File: src/hw/oap_pkg.sv
// Package for the operand address preparation block.
// Assumes one 25 MHz phase clock; consumers use scoped names only.
package oap_pkg;

    localparam int CLK_PERIOD_NS = 40;
    localparam int WORD_W = 32;
    localparam int ADDR_LO = 15;

    // Avalon register word offsets (byte addresses)
    localparam logic [3:0] REG_CTRL = 4'h0;
    localparam logic [3:0] REG_INSTR = 4'h4;
    localparam logic [3:0] REG_INDEX = 4'h8;
    localparam logic [3:0] REG_MEMDATA = 4'hC;
    localparam logic [3:0] REG_STATUS = 4'h0;
    localparam logic [3:0] REG_PADDR = 4'h4;
    localparam logic [3:0] REG_DREG = 4'h8;
    localparam logic [3:0] REG_AREG = 4'hC;
    localparam logic [4:0] REG_RSEL = 5'h10;

    // Control register field positions
    localparam int CTRL_START = 0;
    localparam int CTRL_LOAD = 1;
    localparam int CTRL_MTEST = 2;
    localparam int CTRL_MTRET = 3;
    localparam int CTRL_SIZE_LO = 4;
    localparam int CTRL_CLASS_LO = 8;

    localparam logic [31:0] UNMAPPED_READ = 32'h0000_0000;
    localparam logic [1:0] CNT_RESET = 2'h0;
    localparam logic [3:0] RSEL_RESET = 4'h0;
    localparam int SHIFT_STEP = 8;

    typedef enum logic [2:0] {
        SZ_BYTE = 3'h0,
        SZ_HALF = 3'h1,
        SZ_WORD = 3'h2,
        SZ_DOUBLE = 3'h3,
        SZ_IMMED = 3'h4,
        SZ_SHIFT = 3'h5
    } oap_size_t;

    typedef enum logic [3:0] {
        CL_PLAIN = 4'h0,
        CL_FLOAT = 4'h1,
        CL_LOADABSD = 4'h2,
        CL_STM = 4'h3,
        CL_LDM = 4'h4,
        CL_COMPARE = 4'h5,
        CL_STORE = 4'h6,
        CL_ANALYZE = 4'h7
    } oap_class_t;

    // Gray-coded along idle->p1->p2a->p2b->p3->p4->exec
    typedef enum logic [2:0] {
        ST_IDLE = 3'b000,
        ST_P1 = 3'b001,
        ST_P2A = 3'b011,
        ST_P2B = 3'b010,
        ST_P3 = 3'b110,
        ST_P4 = 3'b111,
        ST_EXEC = 3'b101
    } oap_state_t;

    typedef struct packed {
        logic [3:0] cls;
        logic [2:0] size;
        logic mtest;
        logic load;
    } oap_ctrl_t;

    typedef struct packed {
        logic indirect_flag;
        logic byte_select_high;
        logic byte_select_low;
        logic odd_word_select;
        logic [1:0] shift_counter;
        logic pad_ones_flag;
        logic pad_zeros_flag;
        logic short_clock_inhibit;
        logic busy;
        logic exec;
        logic [2:0] phase;
    } oap_status_t;

endpackage : oap_pkg

File: src/hw/oap_core.sv
// Operand address preparation: indirect, index alignment, byte counter, padding.
// Assumes an Avalon-MM master supplies instruction, index value and memory words.
//
// Added by the designer: register access over Avalon-MM and the placing of the registers.
`timescale 1ns/1ns
`default_nettype none

module oap_core (
    // Clock and reset
    input wire logic ref_clk,
    input wire logic sys_rst,
    // Avalon-MM slave
    input wire logic [4:0] avs_address,
    input wire logic avs_read,
    input wire logic avs_write,
    input wire logic [31:0] avs_writedata,
    output logic [31:0] avs_readdata,
    output logic avs_waitrequest,
    // Phase indications
    output logic prep_phase_one,
    output logic prep_phase_two,
    output logic prep_phase_three,
    output logic prep_phase_four,
    output logic first_execute_phase
);

    oap_pkg::oap_state_t st_q;
    oap_pkg::oap_ctrl_t ctrl_q;
    logic [31:0] instr_q;
    logic [31:0] index_q;
    logic [31:0] mem_q;
    logic [31:0] a_q;
    logic [31:0] d_q;
    logic [31:0] c_q;
    logic [31:0] p_q;
    logic [3:0] rsel_q;
    logic [5:0] shift_amt_q;
    logic shift_left_q;
    logic indirect_flag_q;
    logic index_flag_q;
    logic first_pass_flag_q;
    logic byte_select_high_q;
    logic byte_select_low_q;
    logic odd_word_select_q;
    logic [1:0] shift_counter_q;
    logic pad_ones_flag_q;
    logic pad_zeros_flag_q;
    logic short_clock_inhibit_q;
    logic wait_q;
    logic [31:0] sum;
    logic [31:0] a_aligned;
    logic pre12;
    logic start;
    logic is_byte;
    logic is_half;
    logic is_double;
    logic index_req;
    logic odd_word;
    logic mt_return;
    logic [1:0] cnt_preset;

    assign start = avs_write && !wait_q && avs_address == 5'(oap_pkg::REG_CTRL)
        && avs_writedata[oap_pkg::CTRL_START] && st_q == oap_pkg::ST_IDLE;
    assign is_byte = ctrl_q.size == oap_pkg::SZ_BYTE;
    assign is_half = ctrl_q.size == oap_pkg::SZ_HALF;
    assign is_double = ctrl_q.size == oap_pkg::SZ_DOUBLE;
    assign index_req = instr_q[19:17] != 3'h0 && ctrl_q.size != oap_pkg::SZ_SHIFT;
    assign odd_word = is_double && ctrl_q.cls != oap_pkg::CL_FLOAT && ctrl_q.cls != oap_pkg::CL_LOADABSD;
    assign mt_return = st_q == oap_pkg::ST_EXEC && avs_write && !wait_q && avs_address == 5'(oap_pkg::REG_CTRL)
        && avs_writedata[oap_pkg::CTRL_MTRET] && ctrl_q.mtest;
    assign cnt_preset = is_byte ? ~{byte_select_high_q, byte_select_low_q}
        : (is_half ? (byte_select_high_q ? 2'h0 : 2'h2) : 2'h0);
    // Flags are not yet loaded in phase one, so decode the instruction
    assign pre12 = (st_q == oap_pkg::ST_P1 && !index_req && !instr_q[31])
        || (st_q == oap_pkg::ST_P2B);

    // Index alignment ahead of the addition
    always_comb begin
        a_aligned = a_q;
        if (is_byte) begin
            a_aligned = {2'h0, a_q[31:2]};
        end else if (is_half) begin
            a_aligned = {1'h0, a_q[31:1]};
        end else if (is_double) begin
            a_aligned = {a_q[30:0], 1'h0};
        end
    end

    // Sum bus with padding of the upper half (upper three bytes for byte-size zero padding)
    always_comb begin
        if (index_flag_q) begin
            sum = a_aligned + d_q;
        end else begin
            sum = d_q;
        end
        if (pad_zeros_flag_q) begin
            if (is_byte) begin
                sum[31:8] = 24'h00_0000;
            end else begin
                sum[31:16] = 16'h0000;
            end
        end else if (pad_ones_flag_q) begin
            sum[31:16] = 16'hFFFF;
        end
    end

    // Phase sequencer
    always_ff @(posedge ref_clk) begin
        if (sys_rst) begin
            st_q <= oap_pkg::ST_IDLE;
        end else begin
            case (st_q)
                oap_pkg::ST_IDLE: begin
                    if (start) begin
                        st_q <= oap_pkg::ST_P1;
                    end
                end
                oap_pkg::ST_P1: st_q <= pre12 ? oap_pkg::ST_P3 : oap_pkg::ST_P2A;
                oap_pkg::ST_P2A: st_q <= oap_pkg::ST_P2B;
                oap_pkg::ST_P2B: st_q <= oap_pkg::ST_P3;
                oap_pkg::ST_P3: st_q <= (cnt_preset == 2'h0) ? oap_pkg::ST_EXEC : oap_pkg::ST_P4;
                oap_pkg::ST_P4: begin
                    if (shift_counter_q == 2'h0 || shift_counter_q == 2'h1) begin
                        st_q <= oap_pkg::ST_EXEC;
                    end
                end
                oap_pkg::ST_EXEC: begin
                    if (mt_return) begin
                        st_q <= oap_pkg::ST_P4;
                    end else if (avs_write && !wait_q && avs_address == 5'(oap_pkg::REG_CTRL)) begin
                        st_q <= oap_pkg::ST_IDLE;
                    end
                end
                default: st_q <= oap_pkg::ST_IDLE;
            endcase
        end
    end

    // Software registers and Avalon handshake
    always_ff @(posedge ref_clk) begin
        if (sys_rst) begin
            ctrl_q <= '0;
            instr_q <= 32'h0000_0000;
            index_q <= 32'h0000_0000;
            mem_q <= 32'h0000_0000;
            wait_q <= 1'h1;
            avs_readdata <= oap_pkg::UNMAPPED_READ;
        end else begin
            wait_q <= !(avs_read || avs_write) || !wait_q;
            if (avs_write && wait_q) begin
                case (avs_address)
                    5'(oap_pkg::REG_CTRL): begin
                        if (st_q == oap_pkg::ST_IDLE) begin
                            ctrl_q.load <= avs_writedata[oap_pkg::CTRL_LOAD];
                            ctrl_q.mtest <= avs_writedata[oap_pkg::CTRL_MTEST];
                            ctrl_q.size <= avs_writedata[oap_pkg::CTRL_SIZE_LO +: 3];
                            ctrl_q.cls <= avs_writedata[oap_pkg::CTRL_CLASS_LO +: 4];
                        end
                    end
                    5'(oap_pkg::REG_INSTR): instr_q <= avs_writedata;
                    5'(oap_pkg::REG_INDEX): index_q <= avs_writedata;
                    5'(oap_pkg::REG_MEMDATA): mem_q <= avs_writedata;
                    default: ;
                endcase
            end
            if (avs_read && wait_q) begin
                case (avs_address)
                    5'(oap_pkg::REG_STATUS): avs_readdata <= 32'({indirect_flag_q, byte_select_high_q,
                        byte_select_low_q, odd_word_select_q, shift_counter_q, pad_ones_flag_q,
                        pad_zeros_flag_q, short_clock_inhibit_q, st_q != oap_pkg::ST_IDLE,
                        st_q == oap_pkg::ST_EXEC, 2'h0, st_q});
                    5'(oap_pkg::REG_PADDR): avs_readdata <= p_q;
                    5'(oap_pkg::REG_DREG): avs_readdata <= d_q;
                    5'(oap_pkg::REG_AREG): avs_readdata <= a_q;
                    oap_pkg::REG_RSEL: avs_readdata <= {28'h0, rsel_q};
                    default: avs_readdata <= oap_pkg::UNMAPPED_READ;
                endcase
            end
        end
    end

    always_ff @(posedge ref_clk) begin
        if (sys_rst) begin
            avs_waitrequest <= 1'h1;
        end else begin
            avs_waitrequest <= !((avs_read || avs_write) && wait_q && avs_waitrequest);
        end
    end

    // Addressing flags
    always_ff @(posedge ref_clk) begin
        if (sys_rst) begin
            indirect_flag_q <= 1'h0;
            index_flag_q <= 1'h0;
            first_pass_flag_q <= 1'h0;
        end else if (start) begin
            indirect_flag_q <= 1'h0;
            index_flag_q <= 1'h0;
            first_pass_flag_q <= 1'h1;
        end else if (st_q == oap_pkg::ST_P1) begin
            indirect_flag_q <= instr_q[31];
            index_flag_q <= index_req;
        end else if (st_q == oap_pkg::ST_P2A) begin
            first_pass_flag_q <= 1'h0;
        end else if (pre12) begin
            index_flag_q <= 1'h0;
        end
    end

    // A, C, D and program address datapath
    always_ff @(posedge ref_clk) begin
        if (sys_rst) begin
            a_q <= 32'h0000_0000;
            c_q <= 32'h0000_0000;
            d_q <= 32'h0000_0000;
            p_q <= 32'h0000_0000;
            shift_amt_q <= 6'h00;
            shift_left_q <= 1'h0;
            rsel_q <= oap_pkg::RSEL_RESET;
        end else begin
            case (st_q)
                oap_pkg::ST_P1: begin
                    d_q <= {17'h0, instr_q[14:0]};
                    rsel_q <= instr_q[23:20];
                    if (is_double) begin
                        d_q[0] <= 1'h0;
                    end
                    if (instr_q[19:17] != 3'h0) begin
                        a_q <= index_q;
                    end
                    if (ctrl_q.size == oap_pkg::SZ_SHIFT && instr_q[19:17] != 3'h0) begin
                        shift_amt_q <= 6'(index_q[5:0] + instr_q[5:0]);
                        shift_left_q <= !index_q[6];
                    end
                end
                oap_pkg::ST_P2A: begin
                    if (indirect_flag_q) begin
                        c_q <= mem_q;
                        d_q <= mem_q;
                    end
                end
                oap_pkg::ST_P2B: begin
                    p_q <= {17'h0, sum[oap_pkg::ADDR_LO - 1:1], is_double ? odd_word : sum[0]};
                end
                oap_pkg::ST_P3: begin
                    d_q <= mem_q;
                    c_q <= mem_q;
                    a_q <= mem_q;
                    if (ctrl_q.cls == oap_pkg::CL_STM) begin
                        p_q <= p_q - 32'h1;
                    end
                    if (ctrl_q.cls == oap_pkg::CL_LDM) begin
                        rsel_q <= rsel_q - 4'h1;
                    end
                end
                oap_pkg::ST_P4: begin
                    if (shift_counter_q != 2'h0) begin
                        if (ctrl_q.load && !ctrl_q.mtest) begin
                            d_q <= d_q >> oap_pkg::SHIFT_STEP;
                        end else begin
                            a_q <= a_q << oap_pkg::SHIFT_STEP;
                        end
                    end
                end
                oap_pkg::ST_EXEC: d_q <= sum;
                default: ;
            endcase
            if (pre12 && st_q == oap_pkg::ST_P1) begin
                p_q <= {17'h0, instr_q[14:1], is_double ? odd_word : instr_q[0]};
            end
        end
    end

    // Byte-select and odd-word flip-flops
    always_ff @(posedge ref_clk) begin
        if (sys_rst || start) begin
            byte_select_high_q <= 1'h0;
            byte_select_low_q <= 1'h0;
            odd_word_select_q <= 1'h0;
        end else begin
            if (st_q == oap_pkg::ST_P1 && index_flag_q == 1'h0 && instr_q[19:17] != 3'h0) begin
                if (is_byte) begin
                    byte_select_high_q <= index_q[1];
                    byte_select_low_q <= index_q[0];
                end else if (is_half) begin
                    byte_select_high_q <= index_q[0];
                end
            end
            if (pre12 && is_double && ctrl_q.cls != oap_pkg::CL_FLOAT
                && ctrl_q.cls != oap_pkg::CL_LOADABSD) begin
                odd_word_select_q <= 1'h1;
            end
        end
    end

    // Byte counter
    always_ff @(posedge ref_clk) begin
        if (sys_rst) begin
            shift_counter_q <= oap_pkg::CNT_RESET;
        end else if (st_q == oap_pkg::ST_P3) begin
            shift_counter_q <= cnt_preset;
        end else if (st_q == oap_pkg::ST_P4 && shift_counter_q != 2'h0) begin
            shift_counter_q <= shift_counter_q - 2'h1;
        end else if (mt_return) begin
            shift_counter_q <= cnt_preset;
        end
    end

    // Sign padding and clock selection
    always_ff @(posedge ref_clk) begin
        if (sys_rst || start) begin
            pad_ones_flag_q <= 1'h0;
            pad_zeros_flag_q <= 1'h0;
            short_clock_inhibit_q <= 1'h1;
        end else begin
            if (st_q == oap_pkg::ST_P3 && ctrl_q.load && is_byte) begin
                pad_zeros_flag_q <= 1'h1;
            end else if (st_q == oap_pkg::ST_P3 && cnt_preset == 2'h0
                && (is_half || ctrl_q.size == oap_pkg::SZ_IMMED)) begin
                pad_ones_flag_q <= mem_q[15];
                pad_zeros_flag_q <= !mem_q[15];
            end else if (st_q == oap_pkg::ST_P4 && shift_counter_q <= 2'h1
                && (is_half || ctrl_q.size == oap_pkg::SZ_IMMED)) begin
                pad_ones_flag_q <= d_q[23];
                pad_zeros_flag_q <= !d_q[23];
            end
            if (((st_q == oap_pkg::ST_P3 && cnt_preset == 2'h0)
                || (st_q == oap_pkg::ST_P4 && shift_counter_q <= 2'h1)) && (ctrl_q.cls == oap_pkg::CL_COMPARE
                || ctrl_q.cls == oap_pkg::CL_STORE || ctrl_q.cls == oap_pkg::CL_ANALYZE)) begin
                short_clock_inhibit_q <= 1'h0;
            end
        end
    end

    // Registered phase outputs
    always_ff @(posedge ref_clk) begin
        if (sys_rst) begin
            prep_phase_one <= 1'h0;
            prep_phase_two <= 1'h0;
            prep_phase_three <= 1'h0;
            prep_phase_four <= 1'h0;
            first_execute_phase <= 1'h0;
        end else begin
            prep_phase_one <= st_q == oap_pkg::ST_P1;
            prep_phase_two <= st_q == oap_pkg::ST_P2A || st_q == oap_pkg::ST_P2B;
            prep_phase_three <= st_q == oap_pkg::ST_P3;
            prep_phase_four <= st_q == oap_pkg::ST_P4;
            first_execute_phase <= st_q == oap_pkg::ST_EXEC;
        end
    end

endmodule : oap_core

`default_nettype wire

File: config.mk
export PLATFORM = sky130hd
export DESIGN_NAME = oap_core
export DESIGN_NICKNAME = d
export VERILOG_FILES = /design/src/hw/oap_pkg.sv /design/src/hw/oap_core.sv
export SDC_FILE = /design/constraint.sdc
export NUM_CORES = 1
export LEC_CHECK = 0
export BUFFER_PORTS_ARGS = -buffer_cell sky130_fd_sc_hd__buf_2
export CAP_MARGIN = 40
export CORE_ASPECT_RATIO = 0.6
export CORE_MARGIN = 3
export CORE_UTILIZATION = 40
export DETAILED_ROUTE_END_ITERATION = 8
export HOLD_SLACK_MARGIN = 0.02
export PLACE_DENSITY = 0.55
export SYNTH_ARGS = -nofsm -noshare
export SYNTH_HDL_FRONTEND = slang
export SYNTH_SLANG_ARGS = --single-unit
File: constraint.sdc
create_clock -name ref_clk -period 9.12 [get_ports ref_clk]
set_input_delay 0 -clock ref_clk [delete_from_list [all_inputs] [get_ports ref_clk]]
set_output_delay 0 -clock ref_clk [all_outputs]
set_load 0.005 [all_outputs]
Word level (Yosys, flattened, before mapping)
Index checks and enable logic that the tools add are counted. W data, S select, Z words.

Output and inout bits: 38. Bits in registers: 257. Input port bits: 41.

Bitwise gates (word level): 3. Magnitude comparators: 1. $add $sub $neg: 4. Multiplexer cells: 48. Reduce and logical (&&, ||, !) cells: 86. Equality and inequality tests: 35.

Operator list (number): $mux W32 (11); $pmux W32 S5 (2); $pmux W32 S3 (1); $pmux W32 S2 (1); $logic_and A1 B1 Y1 (33); $add A32 B32 Y32 (1); $mux W16 (2); $sub A32 B1 Y32 const B (1); $pmux W3 S7 (1); $ne A2 B2 Y1 const B (10); $reduce_and A2 Y1 (10); $reduce_bool A3 Y1 (6); $eq A4 B3 Y1 const B (4); $mux W8 (2); $mux W15 (1); $mux W3 (5); $mux W2 (7); $mux W1 (13); $eq A3 B3 Y1 const B (4); $reduce_bool A2 Y1 (6); $eq A5 B4 Y1 const B (2); $logic_or A1 B1 Y1 (10); $eq A3 B2 Y1 const B (3); $ne A3 B3 Y1 const B (3); 24 further kinds (38).

Longest topological paths before layout
Depth after elaboration: 10. Depth in mapped cells: 16. Mapped depth without buffers: 14.

Worst setup path before layout
OpenSTA, ideal clock, no wires.

Path kind: flip-flop to flip-flop. From: register ctrl_q[3] (netlist bit). To: register d_q[14]. Data required time: 9050 ps. Period minus slack after synthesis: 3390 ps. Slack: 5730 ps. Arrival: 3320 ps. Setup time: 70 ps. Stages on the path, launching flop included: 17. Path buffers: 2. Cells stage by stage: dfxtp_1 -> buf_2 -> nor2_1 -> clkbuf_1 -> a21boi_0 -> o21ai_0 -> ha_1 -> inv_1 -> fa_1 -> nand2b_1 -> a21oi_2 -> o2111ai_2 -> o21ai_2 -> nand3_1 -> o311a_1 -> a211o_1 -> a21oi_1.

Word-level cells in the longest chain between the ends: 9. Elaborated cells between the ends (all ways): 11. Those cells by class: add/sub: 1; eq/ne: 2; mux: 7; reduce/logical: 1.

Ends and longest elaborated chain: start, declared (RTL line oap_core.sv:28) `oap_pkg::oap_ctrl_t ctrl_q;`; $eq A3 B2 Y1 (RTL line oap_core.sv:66) `assign is_double = ctrl_q.size == oap_pkg::SZ_DOUBLE;`; $mux W32 (RTL line oap_core.sv:84) `end else if (is_double) begin`; $mux W32 (RTL line oap_core.sv:82) `end else if (is_half) begin`; $mux W32 (RTL line oap_core.sv:80) `if (is_byte) begin`; $add A32 B32 Y32 (RTL line oap_core.sv:92) `sum = a_aligned + d_q;`; $mux W32 (RTL line oap_core.sv:91) `if (index_flag_q) begin`; $mux W8 (RTL line oap_core.sv:97) `if (is_byte) begin`; $mux W8 (*) (RTL line oap_core.sv:96) `if (pad_zeros_flag_q) begin`; $pmux W32 S5 (*) (RTL line oap_core.sv:221) `case (st_q)`; end signal, assigned (RTL line oap_core.sv:223) `d_q <= {17'h0, instr_q[14:0]};`; end signal, assigned (RTL line oap_core.sv:239) `d_q <= mem_q;`; end signal, assigned (RTL line oap_core.sv:246) `d_q <= mem_q;`; end, declared (RTL line oap_core.sv:33) `logic [31:0] d_q;`.

Every way passes the cells marked *; elsewhere a longest branch is shown, timed or not. The select of a mux whose other input is x is not followed. A chain may end at the register's enable or synchronous reset.

Worst setup path after layout
From: register ctrl_q[4] (netlist bit). To: register d_q[31].

Word-level cells in the longest chain between the ends: 9. Elaborated cells between the ends (all ways): 11. Those cells by class: add/sub: 1; eq/ne: 2; mux: 7; reduce/logical: 1.

Ends and longest elaborated chain: $eq A3 B2 Y1 (RTL line oap_core.sv:66); $mux W32 (RTL line oap_core.sv:84); $mux W32 (RTL line oap_core.sv:82); $mux W32 (*) (RTL line oap_core.sv:80); $add A32 B32 Y32 (*) (RTL line oap_core.sv:92); $mux W32 (*) (RTL line oap_core.sv:91); $mux W16 (*) (RTL line oap_core.sv:102) `end else if (pad_ones_flag_q) begin`; $mux W16 (*) (RTL line oap_core.sv:96); $pmux W32 S5 (*) (RTL line oap_core.sv:221).

Marked as above.

==> results.cfg <==
[clock_tree]
cts_made_buffers = 26
post_cts_resized = 0
cts_tree = built
cts.path.max_buffers = 3
root_buffer = clkbuf_16
clk_pin_slew_worst_paths_ns = 0.07
hold_buffers = 40
postCtsSetupBuffers = 0
clk_latency_ns = 0.59
clock-sinks = 248
h-tree-depth = 1

[final_layout]
fin_cells = 2472
drive_gt1_share_pct = 11.9
seqCellArea_sq_um = 4970
area_growth_pct = 13.8
diodes = 0
multi_input_area_sq_um = 9200
fillers = 3693
nNetsFinal = 2053
final_common_cell = nand2_1
final_util_pct = 46.4
layout_common_cells = nand2_1 (325), dfxtp_1 (245), nor2_1 (224)

[grt]
grt_util_all_layers_pct = 31.0
grt_pass1_wl_um = 92100
grt_max_degree = 75
grt_pass1_vias = 13700
grt-ovfl-total = 0
grt_antenna_before_repair = 0

[setup_path]
slowest_stage = dfxtp_1
critPathKind = flop to flop
cp_cell_sequence = nor2_2 > buf_4 > nand2_1 > a21oi_1 > a221oi_1 > ha_1 > a211o_1 > a21oi_2 > a21oi_1 > a211oi_1 > a21boi_0 > o22ai_1 > a221oi_1 > a21oi_1
regToRegEndpoint = d_q[31]
crit_top_cell = a21oi_1
regToRegSetupSlack_ns = 4.80
critical_path.max_fanout = 22
max_stage_delay_ns = 0.84
reg2reg_depth = 14
worstSetupStartpointType = flop
critPathRequiredTime_ns = 9.59
path_delay_family = compound AO/OA/AOI/OAI gates
endpoint_kind = flop
worstPathArrival_ns = 4.79
crit_buf_inv = 1
regToRegStartpoint = ctrl_q[4]

[timing]
fin_setup_tns_ns = 0
slew_headroom_pct = 39.4
rsz0062_at_grt = false
whs_ns = 0.189
setup_viol = 0
worst_pin_slew_ns = 0.908
finalHoldViolCount = 0
max_freq_mhz = 231
period_needed_ns = 4.32
clock_skew_ns = 0.0183
period_share_pct = 47.4
drv_slew = 0

[yosys]
ys_warn_count = 0
synth_nets = 2019
ys_ff_latch = 248
synth_top_area_share_pct = 33.4
synth_cell_type_count = 83
synth_cells = 1942
async_reset_ff_share_pct = 0
yosys_most_used_dff = dfxtp_1
synth_edf_count = 0
synth-seq-area-share_pct = 33.4
synth_area_sq_um = 14900
synth_area_per_cell_sq_um = 7.66
synthTopCellsByArea = dfxtp_1 (33%), nand2_1 (8.2%), a21oi_1 (7.3%)
yosysTopAreaCell = dfxtp_1

[drt]
final_antenna_net_count = 0
routed_wl_um = 62100
initialDrtViolationCount = 2037
drc = 0
wire_per_inst_um = 25.1
via_per_inst = 6.20
vias = 15300
drtPass1Iterations = 6

[placed_design]
dpl.hpwl_um = 45900
place_congestion = 0.988
dp.cells = 2384
portBuffers = 78

[floorplanning]
placementRows = 54
initial_core_util_pct = 40.8
die_area_sq_um = 39600
io_pins = 79
die_w_um = 255
die_y_um = 155
core_sq_um = 36500

[power_and_ir_drop]
powerDensity_nw_per_um2 = 139
peakVddDrop_uv = 134
leakage_nw = 6.11
power.total_mw = 2.36

[run_status]
status = complete, no violations

[min_path]
hold_depth = 7
hp-class = input port to flop
hold_end = avs_readdata[2]
min_from = avs_address[2]

[run]
drv_cap = 0
==> power by group <==
part | internal (mW) | switching [mW] | total (mW) | leakage [nW]
logic | 0.0373 | 0.0696 | 0.107 | 3.66
registers | 1.09 | 0.00613 | 1.09 | 2.00
clock network | 0.641 | 0.521 | 1.16 | 0.449
==> worst min-delay path, cell delays in order <==
cell      delay, ns
buf_2          0.20
mux2i_1        0.16
nor2_1         0.10
a221oi_1       0.06
nor2_1         0.09
a21oi_1        0.05
nor2_1         0.07
==> synthesized netlist by cell type, types with 6 or more instances <==
cell and count:
a221oi_1 55, o21ai_0 97, a21oi_1 218, buf_2 20, a211oi_1 55, and3_1 8
mux2i_1 65, buf_1 15, nor4_1 7, o21a_1 8, nand3_1 15, a21o_1 11
nand4_1 7, and2_1 11, nor2b_1 11, a31oi_1 13, a22o_1 28, nand2b_1 19
nor3_1 29, xnor2_1 21, a22oi_1 39, a211o_1 6, nor2_1 226, xor2_1 28
o211ai_1 18, mux2_2 32, ha_1 35, mux4_2 11, nand2_1 325, dfxtp_1 248
a311oi_1 7, or3_1 7, clkbuf_1 107, inv_1 47
==> worst max-delay path by stage <==
stage,to,cells after the start,startpoint,slack [ns]
2_1_floorplan,d_q[14],16,ctrl_q[3],5.73
3_3_place_gp,d_q[20],14,ctrl_q[4],5.04
3_5_place_dp,d_q[24],14,ctrl_q[4],4.97
4_1_cts,d_q[24],14,ctrl_q[4],4.95
5_1_grt,d_q[20],14,ctrl_q[4],4.56
6_report,d_q[31],14,ctrl_q[4],4.80
==> layer usage <==
layer	routed length (um)	up-vias	global-route usage (%)
li1	-	7029	-
met1	30000	7408	49.1
met2	22500	807	38.5
met3	8450	73	11.4
met4	1220	0	6.21
met5	0	-	0
==> layout make-up <==
cell class                 instances  share of cell area [%]
multi-input combinational       1503                    54.3
inverter                          48                    1.06
tap                              476                    3.52
clock inverter                    14                    1.02
sequential                       248                    29.4
timing repair buffer             149                    6.34
clock buffer                      34                    4.38
==> logic make-up after synthesis <==
family / share of synthesized area [%]
multiplexers: 8.46
flip-flops: 33.4
AND/OR/NAND/NOR: 20.7
AO/OA/AOI/OAI: 26.5
XOR/XNOR: 2.89
adder cells (fa/ha/maj): 3.08
buffers and inverters: 5.04
==> state kept, by name, summed over array words and instances, names as in the netlist, 2 cells and up <==
register,cells
a_q,32
instr_q,23
mem_q,32
avs_readdata,32
d_q,32
index_q,32
p_q,32
ctrl_q,9
rsel_q,4
shift_counter_q,2
st_q,3
==> through the flow <==
stage	worst slack, ns	area, sq um
after floorplan	5.73	14900
after global placement	5.04	15500
after detailed placement	4.97	15600
after CTS	4.95	16900
after global routing	4.56	16900
final	4.80	16900
(Power assumes the default switching activity.)
